### src/hdl/ccr_pkg.sv
// constants and types for the channel config and calibration register bank
// assumes one 40 MHz clock and a plain strobed register port
// Notes on behaviour
// - phase delay sits in config bits 15:6
// - bit 2 set disables dc filter per channel
// - bits 1:0 pick the converter input source
// - channel 2 config mirrors channel 1 layout
// - channel 1 config resets to zero
// - upper offset word holds bits 23:8, resets zero
// - lower offset byte in 15:8, 7:0 zero
// - upper gain word resets to 8000h
// - lower gain keeps bits 7:0 zero, resets zero
// - config bits 5:3 always read zero
`default_nettype none
package ccr_pkg;
  // ----------------------------------------------------------------
  // register map
  // ----------------------------------------------------------------
  localparam int          ADDR_W          = 6;
  localparam int          DATA_W          = 16;
  localparam logic [5:0]  CHAN1_CONFIG    = 6'h0E;
  localparam logic [5:0]  CHAN1_OFS_UPPER = 6'h0F;
  localparam logic [5:0]  CHAN1_OFS_LOWER = 6'h10;
  localparam logic [5:0]  CHAN1_GAIN_UPPER = 6'h11;
  localparam logic [5:0]  CHAN1_GAIN_LOWER = 6'h12;
  localparam logic [5:0]  CHAN2_CONFIG    = 6'h13;
  localparam logic [5:0]  CHAN2_OFS_UPPER = 6'h14;
  localparam logic [5:0]  CHAN2_OFS_LOWER = 6'h15;
  // ----------------------------------------------------------------
  // field layout and reset values
  // ----------------------------------------------------------------
  localparam int          DELAY_LSB       = 6;
  localparam int          DELAY_W         = 10;
  localparam int          DCOFF_BIT       = 2;
  localparam int          SEL_W           = 2;
  localparam logic [15:0] CFG_WMASK       = 16'hFFC7;
  localparam logic [15:0] LOWER_WMASK     = 16'hFF00;
  localparam logic [15:0] CFG_RESET       = 16'h0000;
  localparam logic [15:0] OFS_RESET       = 16'h0000;
  localparam logic [15:0] GAIN_UP_RESET   = 16'h8000;
  localparam logic [15:0] GAIN_LO_RESET   = 16'h0000;
  localparam logic [15:0] READ_UNMAPPED   = 16'h0000;
  // input selector codes
  typedef enum logic [1:0] {
    CCR_SEL_OWN_PAIR = 2'h0,
    CCR_SEL_SHORTED  = 2'h1,
    CCR_SEL_POS_TEST = 2'h2,
    CCR_SEL_NEG_TEST = 2'h3
  } ccr_sel_e;
endpackage : ccr_pkg
`default_nettype wire

### src/hdl/ccr_cfg_if.sv
// bundle carrying one channel's decoded configuration fields
// assumes driver is the register bank, reader the field splitter
`default_nettype none
interface ccr_cfg_if;
  logic [15:0] word;
  logic [9:0]  delay;
  logic        dcOff;
  logic [1:0]  sel;
  modport src (output word, input delay, dcOff, sel);
  modport dec (input word, output delay, dcOff, sel);
endinterface : ccr_cfg_if
`default_nettype wire

### src/hdl/ccr_bank.sv
// channel 1 and channel 2 configuration and calibration registers
// assumes strobes synchronous to clk, never both high at once
//
// Strobed register access was left to the implementer.
`default_nettype none
module ccr_bank
  import ccr_pkg::*;
(
  input  wire logic                 clk,
  input  wire logic                 arst_n,
  input  wire logic [ccr_pkg::ADDR_W-1:0] addr,
  input  wire logic [ccr_pkg::DATA_W-1:0] wrData,
  input  wire logic                 wrStb,
  input  wire logic                 rdStb,
  output logic [ccr_pkg::DATA_W-1:0] rdData,
  output logic [9:0]                chan1DelayField,
  output logic                      chan1DcFilterOff,
  output logic [1:0]                chan1InputSelect,
  output logic [9:0]                chan2DelayField,
  output logic                      chan2DcFilterOff,
  output logic [1:0]                chan2InputSelect,
  output logic [23:0]               chan1Offset,
  output logic [23:0]               chan1Gain,
  output logic [23:0]               chan2Offset
);
  import ccr_pkg::*;

  // ----------------------------------------------------------------
  // storage
  // ----------------------------------------------------------------
  logic [15:0] cfg1_q, cfg2_q;
  logic [15:0] ofs1Up_q, ofs1Lo_q, gain1Up_q, gain1Lo_q;
  logic [15:0] ofs2Up_q, ofs2Lo_q;
  logic [15:0] rdData_q, rdData_d;

  // ----------------------------------------------------------------
  // write decode
  // ----------------------------------------------------------------
  // masking at write time keeps reserved bits zero with no read logic
  wire         wrCfg1   = wrStb && (addr == CHAN1_CONFIG);
  wire         wrOfs1Up = wrStb && (addr == CHAN1_OFS_UPPER);
  wire         wrOfs1Lo = wrStb && (addr == CHAN1_OFS_LOWER);
  wire         wrGn1Up  = wrStb && (addr == CHAN1_GAIN_UPPER);
  wire         wrGn1Lo  = wrStb && (addr == CHAN1_GAIN_LOWER);
  wire         wrCfg2   = wrStb && (addr == CHAN2_CONFIG);
  wire         wrOfs2Up = wrStb && (addr == CHAN2_OFS_UPPER);
  wire         wrOfs2Lo = wrStb && (addr == CHAN2_OFS_LOWER);
  wire [15:0]  cfgWr    = wrData & CFG_WMASK;
  wire [15:0]  lowerWr  = wrData & LOWER_WMASK;

  // config registers
  always_ff @(posedge clk or negedge arst_n) begin
    if (!arst_n) begin
      cfg1_q <= CFG_RESET;
      cfg2_q <= CFG_RESET;
    end else begin
      if (wrCfg1) cfg1_q <= cfgWr;
      if (wrCfg2) cfg2_q <= cfgWr;
    end
  end

  // offset registers
  always_ff @(posedge clk or negedge arst_n) begin
    if (!arst_n) begin
      ofs1Up_q <= OFS_RESET;
      ofs1Lo_q <= OFS_RESET;
      ofs2Up_q <= OFS_RESET;
      ofs2Lo_q <= OFS_RESET;
    end else begin
      if (wrOfs1Up) ofs1Up_q <= wrData;
      if (wrOfs1Lo) ofs1Lo_q <= lowerWr;
      if (wrOfs2Up) ofs2Up_q <= wrData;
      if (wrOfs2Lo) ofs2Lo_q <= lowerWr;
    end
  end

  // gain registers
  always_ff @(posedge clk or negedge arst_n) begin
    if (!arst_n) begin
      gain1Up_q <= GAIN_UP_RESET;
      gain1Lo_q <= GAIN_LO_RESET;
    end else begin
      if (wrGn1Up) gain1Up_q <= wrData;
      if (wrGn1Lo) gain1Lo_q <= lowerWr;
    end
  end

  // ----------------------------------------------------------------
  // read path
  // ----------------------------------------------------------------
  // unmapped addresses read zero; data shows only the cycle after
  always_comb begin
    rdData_d = READ_UNMAPPED;
    if (rdStb) begin
      unique case (addr)
        CHAN1_CONFIG:     rdData_d = cfg1_q;
        CHAN1_OFS_UPPER:  rdData_d = ofs1Up_q;
        CHAN1_OFS_LOWER:  rdData_d = ofs1Lo_q;
        CHAN1_GAIN_UPPER: rdData_d = gain1Up_q;
        CHAN1_GAIN_LOWER: rdData_d = gain1Lo_q;
        CHAN2_CONFIG:     rdData_d = cfg2_q;
        CHAN2_OFS_UPPER:  rdData_d = ofs2Up_q;
        CHAN2_OFS_LOWER:  rdData_d = ofs2Lo_q;
        default:          rdData_d = READ_UNMAPPED;
      endcase
    end
  end

  always_ff @(posedge clk or negedge arst_n) begin
    if (!arst_n) rdData_q <= READ_UNMAPPED;
    else         rdData_q <= rdData_d;
  end
  assign rdData = rdData_q;

  // ----------------------------------------------------------------
  // field outputs
  // ----------------------------------------------------------------
  // one splitter per channel; arrays carry words in and fields out
  logic [15:0] cfgWord  [2];
  logic [9:0]  delayOut [2];
  logic        dcOffOut [2];
  logic [1:0]  selOut   [2];
  assign cfgWord[0] = cfg1_q;
  assign cfgWord[1] = cfg2_q;

  // same layout on both channels, so one loop serves both
  for (genvar ch = 0; ch < 2; ch++) begin : g_chan
    ccr_cfg_if cfgBus ();
    assign cfgBus.word  = cfgWord[ch];
    assign delayOut[ch] = cfgBus.delay;
    assign dcOffOut[ch] = cfgBus.dcOff;
    assign selOut[ch]   = cfgBus.sel;
    ccr_cfg_split u_split (
      .cfg(cfgBus)
    );
  end

  // fields are plain slices of flops, so outputs stay flop-driven
  assign chan1DelayField  = delayOut[0];
  assign chan1DcFilterOff = dcOffOut[0];
  assign chan1InputSelect = selOut[0];
  assign chan2DelayField  = delayOut[1];
  assign chan2DcFilterOff = dcOffOut[1];
  assign chan2InputSelect = selOut[1];
  // 24-bit values join upper word with lower byte
  assign chan1Offset = {ofs1Up_q, ofs1Lo_q[15:8]};
  assign chan1Gain   = {gain1Up_q, gain1Lo_q[15:8]};
  assign chan2Offset = {ofs2Up_q, ofs2Lo_q[15:8]};

  // ----------------------------------------------------------------
  // checks
  // ----------------------------------------------------------------
  cfg_resv_zero_a: assert property (@(posedge clk) disable iff (!arst_n)
    (cfg1_q[5:3] == 3'h0) && (cfg2_q[5:3] == 3'h0))
    else $error("config reserved bits not zero");

  lower_byte_zero_a: assert property (@(posedge clk) disable iff (!arst_n)
    (ofs1Lo_q[7:0] == 8'h00) && (ofs2Lo_q[7:0] == 8'h00) && (gain1Lo_q[7:0] == 8'h00))
    else $error("lower calibration low byte not zero");

  delay_write_a: assert property (@(posedge clk) disable iff (!arst_n)
    wrCfg1 |=> chan1DelayField == $past(wrData[15:6]))
    else $error("channel 1 delay not stored");

  dc_off_write_a: assert property (@(posedge clk) disable iff (!arst_n)
    wrCfg1 |=> chan1DcFilterOff == $past(wrData[2]))
    else $error("channel 1 dc filter bit not stored");

  sel_write_a: assert property (@(posedge clk) disable iff (!arst_n)
    wrCfg1 |=> chan1InputSelect == $past(wrData[1:0]))
    else $error("channel 1 input select not stored");

  cfg2_write_a: assert property (@(posedge clk) disable iff (!arst_n)
    wrCfg2 |=> cfg2_q == {$past(wrData[15:6]), 3'h0, $past(wrData[2:0])})
    else $error("channel 2 config not stored");

  ofs_upper_read_a: assert property (@(posedge clk) disable iff (!arst_n)
    (wrOfs1Up ##1 (rdStb && addr == CHAN1_OFS_UPPER && !wrStb))
      |=> rdData == $past(wrData, 2))
    else $error("offset upper readback wrong");

  gain_value_a: assert property (@(posedge clk) disable iff (!arst_n)
    wrGn1Up |=> chan1Gain[23:8] == $past(wrData))
    else $error("gain upper not stored");

  gain_lower_a: assert property (@(posedge clk) disable iff (!arst_n)
    wrGn1Lo |=> chan1Gain[7:0] == $past(wrData[15:8]))
    else $error("gain lower not stored");

  resv_write_a: assert property (@(posedge clk) disable iff (!arst_n)
    (wrCfg1 && wrData[5:3] != 3'h0) |=> cfg1_q[15:6] == $past(wrData[15:6]))
    else $error("field update lost on reserved write");

  read_once_a: assert property (@(posedge clk) disable iff (!arst_n)
    !rdStb |=> rdData == 16'h0000)
    else $error("read data present without read");

  // ----------------------------------------------------------------
  // reset value checks
  // ----------------------------------------------------------------
  // no disable here: these look at the first edge after release
  reset_cfg_a: assert property (@(posedge clk)
    $rose(arst_n) |-> (cfg1_q == CFG_RESET) && (cfg2_q == CFG_RESET))
    else $error("config not at reset value after reset");

  reset_ofs_a: assert property (@(posedge clk)
    $rose(arst_n) |-> (chan1Offset == 24'h000000) && (chan2Offset == 24'h000000))
    else $error("offset not zero after reset");

  reset_gain_a: assert property (@(posedge clk)
    $rose(arst_n) |-> (gain1Up_q == GAIN_UP_RESET) && (gain1Lo_q == GAIN_LO_RESET))
    else $error("gain not at reset value after reset");

  // ----------------------------------------------------------------
  // write isolation checks
  // ----------------------------------------------------------------
  // a decode slip would let one write land in a neighbour
  cfg1_hold_a: assert property (@(posedge clk) disable iff (!arst_n)
    !wrCfg1 |=> $stable(cfg1_q))
    else $error("channel 1 config changed without a write");

  cfg2_hold_a: assert property (@(posedge clk) disable iff (!arst_n)
    !wrCfg2 |=> $stable(cfg2_q))
    else $error("channel 2 config changed without a write");

  ofs1_up_hold_a: assert property (@(posedge clk) disable iff (!arst_n)
    !wrOfs1Up |=> $stable(ofs1Up_q))
    else $error("channel 1 offset upper changed without a write");

  ofs1_lo_hold_a: assert property (@(posedge clk) disable iff (!arst_n)
    !wrOfs1Lo |=> $stable(ofs1Lo_q))
    else $error("channel 1 offset lower changed without a write");

  gain_up_hold_a: assert property (@(posedge clk) disable iff (!arst_n)
    !wrGn1Up |=> $stable(gain1Up_q))
    else $error("gain upper changed without a write");

  gain_lo_hold_a: assert property (@(posedge clk) disable iff (!arst_n)
    !wrGn1Lo |=> $stable(gain1Lo_q))
    else $error("gain lower changed without a write");

  ofs2_up_hold_a: assert property (@(posedge clk) disable iff (!arst_n)
    !wrOfs2Up |=> $stable(ofs2Up_q))
    else $error("channel 2 offset upper changed without a write");

  ofs2_lo_hold_a: assert property (@(posedge clk) disable iff (!arst_n)
    !wrOfs2Lo |=> $stable(ofs2Lo_q))
    else $error("channel 2 offset lower changed without a write");

  // ----------------------------------------------------------------
  // read path checks
  // ----------------------------------------------------------------
  // strobes never overlap, so the stored word cannot move under a read
  rd_cfg1_a: assert property (@(posedge clk) disable iff (!arst_n)
    (rdStb && addr == CHAN1_CONFIG) |=> rdData == $past(cfg1_q))
    else $error("channel 1 config read wrong");

  rd_ofs1_up_a: assert property (@(posedge clk) disable iff (!arst_n)
    (rdStb && addr == CHAN1_OFS_UPPER) |=> rdData == $past(ofs1Up_q))
    else $error("channel 1 offset upper read wrong");

  rd_ofs1_lo_a: assert property (@(posedge clk) disable iff (!arst_n)
    (rdStb && addr == CHAN1_OFS_LOWER) |=> rdData == $past(ofs1Lo_q))
    else $error("channel 1 offset lower read wrong");

  rd_gain_up_a: assert property (@(posedge clk) disable iff (!arst_n)
    (rdStb && addr == CHAN1_GAIN_UPPER) |=> rdData == $past(gain1Up_q))
    else $error("gain upper read wrong");

  rd_gain_lo_a: assert property (@(posedge clk) disable iff (!arst_n)
    (rdStb && addr == CHAN1_GAIN_LOWER) |=> rdData == $past(gain1Lo_q))
    else $error("gain lower read wrong");

  rd_cfg2_a: assert property (@(posedge clk) disable iff (!arst_n)
    (rdStb && addr == CHAN2_CONFIG) |=> rdData == $past(cfg2_q))
    else $error("channel 2 config read wrong");

  rd_ofs2_up_a: assert property (@(posedge clk) disable iff (!arst_n)
    (rdStb && addr == CHAN2_OFS_UPPER) |=> rdData == $past(ofs2Up_q))
    else $error("channel 2 offset upper read wrong");

  rd_ofs2_lo_a: assert property (@(posedge clk) disable iff (!arst_n)
    (rdStb && addr == CHAN2_OFS_LOWER) |=> rdData == $past(ofs2Lo_q))
    else $error("channel 2 offset lower read wrong");

  // ----------------------------------------------------------------
  // field update checks
  // ----------------------------------------------------------------
  // outputs are what the datapath sees, so check them, not the flops
  cfg2_fields_a: assert property (@(posedge clk) disable iff (!arst_n)
    wrCfg2 |=> (chan2DelayField == $past(wrData[15:6]))
      && (chan2DcFilterOff == $past(wrData[2]))
      && (chan2InputSelect == $past(wrData[1:0])))
    else $error("channel 2 fields not stored");

  cfg2_resv_write_a: assert property (@(posedge clk) disable iff (!arst_n)
    (wrCfg2 && wrData[5:3] != 3'h0) |=> chan2DelayField == $past(wrData[15:6]))
    else $error("channel 2 field update lost on reserved write");

  ofs1_up_write_a: assert property (@(posedge clk) disable iff (!arst_n)
    wrOfs1Up |=> chan1Offset[23:8] == $past(wrData))
    else $error("channel 1 offset upper not stored");

  ofs1_lo_write_a: assert property (@(posedge clk) disable iff (!arst_n)
    wrOfs1Lo |=> chan1Offset[7:0] == $past(wrData[15:8]))
    else $error("channel 1 offset lower not stored");

  ofs2_up_write_a: assert property (@(posedge clk) disable iff (!arst_n)
    wrOfs2Up |=> chan2Offset[23:8] == $past(wrData))
    else $error("channel 2 offset upper not stored");

  ofs2_lo_write_a: assert property (@(posedge clk) disable iff (!arst_n)
    wrOfs2Lo |=> chan2Offset[7:0] == $past(wrData[15:8]))
    else $error("channel 2 offset lower not stored");
endmodule : ccr_bank
`default_nettype wire

### src/hdl/ccr_cfg_split.sv
// splits a stored config word into its fields
// assumes the word already has reserved bits cleared
`default_nettype none
module ccr_cfg_split
  import ccr_pkg::*;
(
  ccr_cfg_if.dec cfg
);
  // ----------------------------------------------------------------
  // field extraction
  // ----------------------------------------------------------------
  assign cfg.delay = cfg.word[DELAY_LSB +: DELAY_W];
  assign cfg.dcOff = cfg.word[DCOFF_BIT];
  assign cfg.sel   = cfg.word[SEL_W-1:0];
endmodule : ccr_cfg_split
`default_nettype wire

### config.mk
export PLATFORM = sky130hd
export DESIGN_NAME = ccr_bank
export DESIGN_NICKNAME = d
export VERILOG_FILES = /design/src/hdl/ccr_pkg.sv /design/src/hdl/ccr_cfg_if.sv /design/src/hdl/ccr_bank.sv /design/src/hdl/ccr_cfg_split.sv
export SDC_FILE = /design/constraint.sdc
export NUM_CORES = 1
export LEC_CHECK = 0
export BUFFER_PORTS_ARGS = -buffer_cell sky130_fd_sc_hd__buf_2
export CORE_ASPECT_RATIO = 1.1
export CORE_MARGIN = 4
export CORE_UTILIZATION = 50
export CTS_CLUSTER_SIZE = 30
export DETAILED_ROUTE_END_ITERATION = 10
export GPL_ROUTABILITY_DRIVEN = 1
export GPL_TIMING_DRIVEN = 0
export MAX_ROUTING_LAYER = met4
export PLACE_DENSITY = 0.77
export SETUP_SLACK_MARGIN = 0.3
export SYNTH_ARGS = -nofsm -noshare
export SYNTH_HDL_FRONTEND = slang
export SYNTH_SLANG_ARGS = --single-unit
### constraint.sdc
create_clock -name clk -period 2.9 [get_ports clk]
set_input_delay 0.29 -clock clk [delete_from_list [all_inputs] [get_ports clk]]
set_output_delay 0.29 -clock clk [all_outputs]
set_load 0.02 [all_outputs]
==> qor.tcl <==
set qor(power.density_nw_per_um2) 743
set qor(synth_area_um2) 4960
set qor(finish.instance_area_um2) 6410
set qor(hold_depth) 2
set qor(final_util_pct) 67.2
set qor(clock.fmax_ghz) 0.504
set qor(setup_violations) 0
set qor(vdd_ir_drop_max_v) 0.000494
set qor(synth_area_per_cell_um2) 14.8
set qor(num_antenna_cells) 0
set qor(drtAntennaViolNets) 0
set qor(routed_via_density) 5.76
set qor(synthesis.yosys.warnings) 0
set qor(cts.repair_timing.setup_buffer_count) 0
set qor(worst-endpoint-arrival_ns) 2.38
set qor(setup-tns-final_ns) 0
set qor(worst_path_most_repeated_cell) {sky130_fd_sc_hd__buf_2}
set qor(rr_startpoint) {cfg2_q[6]}
set qor(r2r.worst_path.cells) 3
set qor(die_height_um) 112
set qor(effective_utilization_at_floorplan_pct) 52.0
set qor(layout_worst_path_cycle_share_pct) 68.5
set qor(numPortBuffers) 137
set qor(nets) 519
set qor(clock_sinks) 114
set qor(first_global_vias) 3775
set qor(crit_path_cell_trace) {buf_2, and3b_1, nand3b_1, nor2_2, buf_2, mux2_2}
set qor(cts_tree) {done}
set qor(drt_iter0_markers) 142
set qor(floorplan.die_area_um2) 11600
set qor(fillerInstances) 712
set qor(final_cell_mix) {sky130_fd_sc_hd__buf_2, sky130_fd_sc_hd__dfrtp_1, sky130_fd_sc_hd__mux2_2}
set qor(mostFrequentLayoutCell) {sky130_fd_sc_hd__buf_2}
set qor(reg2reg_slack_ns) 1.66
set qor(period_minus_slack_ns) 1.99
set qor(grt_setup_unrepaired) {false}
set qor(instance_count_after_placement_with_tap_cells_included) 590
set qor(cts-root-buf) {sky130_fd_sc_hd__clkbuf_8}
set qor(post_detailed_route_wirelength_per_cell_um) 21.9
set qor(timing.critical_path.to_type) {flip-flop}
set qor(endpoints_failing_hold) 0
set qor(tritoncts.num_buffers) 17
set qor(routabilityCongestion) 0.806
set qor(cpPeakStageDelay_ns) 0.52
set qor(timing.slew.headroom_pct) 8.27
set qor(aggregate_global_route_resource_usage_pct) 25.0
set qor(cts.repair.resized) 0
set qor(cell_type_with_the_largest_total_area_after_synthesis) {sky130_fd_sc_hd__dfrtp_1}
set qor(synth_largest_type_area_fraction_pct) 57.0
set qor(htreeDepth) 4
set qor(critical_path.top_delay_family) {simple AND/OR/NAND/NOR gates}
set qor(synth_register_bits) 114
set qor(timing.hold.ws_ns) 0.0501
set qor(cts.hold.buffers_added) 1
set qor(total_number_of_placement_rows) 37
set qor(worst-path-buf-inv) 2
set qor(post-dp-hpwl_um) 9200
set qor(hold_path_end) {ofs1Up_q[3]}
set qor(grt_overflow) 0
set qor(worstSetupStartpointType) {primary input}
set qor(number_of_maximum_capacitance_constraint_violations) 0
set qor(vias) 3569
set qor(instances_no_fill) 620
set qor(ios) 140
set qor(worstReg2RegEnd) {rdData[6]}
set qor(syn-instance-count) 335
set qor(synth_area_leaders) {sky130_fd_sc_hd__dfrtp_1, sky130_fd_sc_hd__mux2_2, sky130_fd_sc_hd__mux4_2}
set qor(cp_required_ns) 3.29
set qor(ys_seq_area_share_pct) 57.5
set qor(path_class) {primary input to flip-flop}
set qor(cell_area_reported_after_detailed_placement_um2) 5830
set qor(holdCritStartpoint) {wrData[3]}
set qor(wirelength_um) 13600
set qor(drt-pass1-iter-count) 6
set qor(status) {complete, no violations}
set qor(core_area_um2) 9540
set qor(critical_path_peak_fanout) 10
set qor(route.detailed.drc) 0
set qor(flow.area_growth_from_synthesis_pct) 29.2
set qor(synth_cell_types) 35
set qor(slew_violations) 0
set qor(clock_insertion_delay_worst_skew_ns) 0.51
set qor(p_leak_nw) 3.33
set qor(worstHoldPathType) {primary input to flip-flop}
set qor(cts_clock_pin_slew_for_the_worst_setup_and_hold_paths_ns) 0.05
set qor(pin_count_of_the_biggest_net_entering_global_routing) 62
set qor(die-width_um) 103
set qor(clock_tree.buffer_depth) 2
set qor(grt_antenna_before_repair) 0
set qor(critPathSlowestCell) {sky130_fd_sc_hd__nor2_2}
set qor(drive_above_1_share_pct) 60.0
set qor(worst-slew-pin-transition_ns) 1.37
set qor(grt_first_pass_wirelength_um) 20800
set qor(skew_ns) 0.00474
set qor(synth_nets) 361
==> cell type report <==
class	count	area, um^2	area share [%]
Timing Repair Buffer	139	726	11.3
Buffer	16	85.1	1.33
Tap cell	117	146	2.28
Sequential cell	114	2850	44.5
Clock inverter	5	75.1	1.17
Multi-Input combinational cell	205	2020	31.6
Clock buffer	24	500	7.81
==> cells by family after synthesis <==
| family | after synthesis | synth area share (%) |
|---|---|---|
| AOI/OAI and AO/OA | 31 | 4.54 |
| muxes | 131 | 30.9 |
| buffers and inverters | 16 | 1.71 |
| and+or+nand+nor | 43 | 5.32 |
| DFF | 114 | 57.5 |
==> state kept, by name, summed over array words and instances, names as in the netlist, 13 cells and up <==
register,flops
cfg2_q,13
rdData,16
ofs1Up_q,16
ofs2Up_q,16
gain1Up_q,16
cfg1_q,13
==> power breakdown <==
part / internal [W] / switching, W / total [W]
clock network: 0.00134 / 0.000683 / 0.00202
registers: 0.00178 / 0.000141 / 0.00192
logic: 0.000342 / 0.000478 / 0.000820
total: 0.00346 / 0.00130 / 0.00476
==> synthesized netlist by cell type <==
cell type and number:
sky130_fd_sc_hd__nor3_4 1, sky130_fd_sc_hd__nor4b_4 1, sky130_fd_sc_hd__nand3b_1 2, sky130_fd_sc_hd__and2_0 2
sky130_fd_sc_hd__a222oi_1 4, sky130_fd_sc_hd__nand3_2 1, sky130_fd_sc_hd__buf_4 1, sky130_fd_sc_hd__buf_1 1
sky130_fd_sc_hd__dfrtp_1 113, sky130_fd_sc_hd__a22o_1 1, sky130_fd_sc_hd__nor2_2 2, sky130_fd_sc_hd__nor3b_1 2
sky130_fd_sc_hd__buf_2 11, sky130_fd_sc_hd__a21oi_1 11, sky130_fd_sc_hd__dfstp_2 1, sky130_fd_sc_hd__nand2b_1 1
sky130_fd_sc_hd__nand3_1 4, sky130_fd_sc_hd__and3b_1 2, sky130_fd_sc_hd__buf_6 1, sky130_fd_sc_hd__a221oi_1 2
sky130_fd_sc_hd__mux4_2 7, sky130_fd_sc_hd__a22oi_1 4, sky130_fd_sc_hd__nor2b_1 2, sky130_fd_sc_hd__nand2_1 14
sky130_fd_sc_hd__a211oi_1 1, sky130_fd_sc_hd__o22a_1 7, sky130_fd_sc_hd__nand2_2 1, sky130_fd_sc_hd__nor2_1 5
sky130_fd_sc_hd__mux2i_1 15, sky130_fd_sc_hd__or4b_1 1, sky130_fd_sc_hd__and2_1 1, sky130_fd_sc_hd__o21ai_0 1
sky130_fd_sc_hd__mux2_2 109, sky130_fd_sc_hd__nor4b_1 1, sky130_fd_sc_hd__clkbuf_1 2
==> worst max path at each step <==
stage | from | to | slack (ns) | cells past startpoint
after global placement | arst_n | ofs2Up_q[11] | 0.25 | 1
final | addr[2] | ofs1Up_q[9] | 0.91 | 6
after floorplan | addr[5] | gain1Up_q[10] | 1.02 | 5
after detailed placement | addr[2] | ofs1Up_q[11] | 0.40 | 6
after CTS | addr[2] | ofs1Up_q[9] | 0.91 | 6
after global routing | addr[2] | ofs1Up_q[4] | 0.81 | 6
==> metal layers <==
| metal | vias up | share of wire, % | global-route usage [%] |
|---|---|---|---|
| li1 | 1569 | - | - |
| met1 | 1845 | 41 | 31.3 |
| met2 | 139 | 50 | 38.9 |
| met3 | 16 | 7.9 | 7.52 |
| met4 | 0 | 1.3 | 8.03 |
| met5 | - | 0 | - |
==> stage by stage <==
| step | power [W] | setup WS [ns] |
|---|---|---|
| after global routing | 0.00494 | 0.810 |
| after global placement | 0.00273 | 0.245 |
| after detailed placement | 0.00276 | 0.397 |
| after floorplan | 0.00241 | 1.02 |
| final | 0.00476 | 0.915 |
| after CTS | 0.00478 | 0.906 |
(Power assumes the default switching activity.)
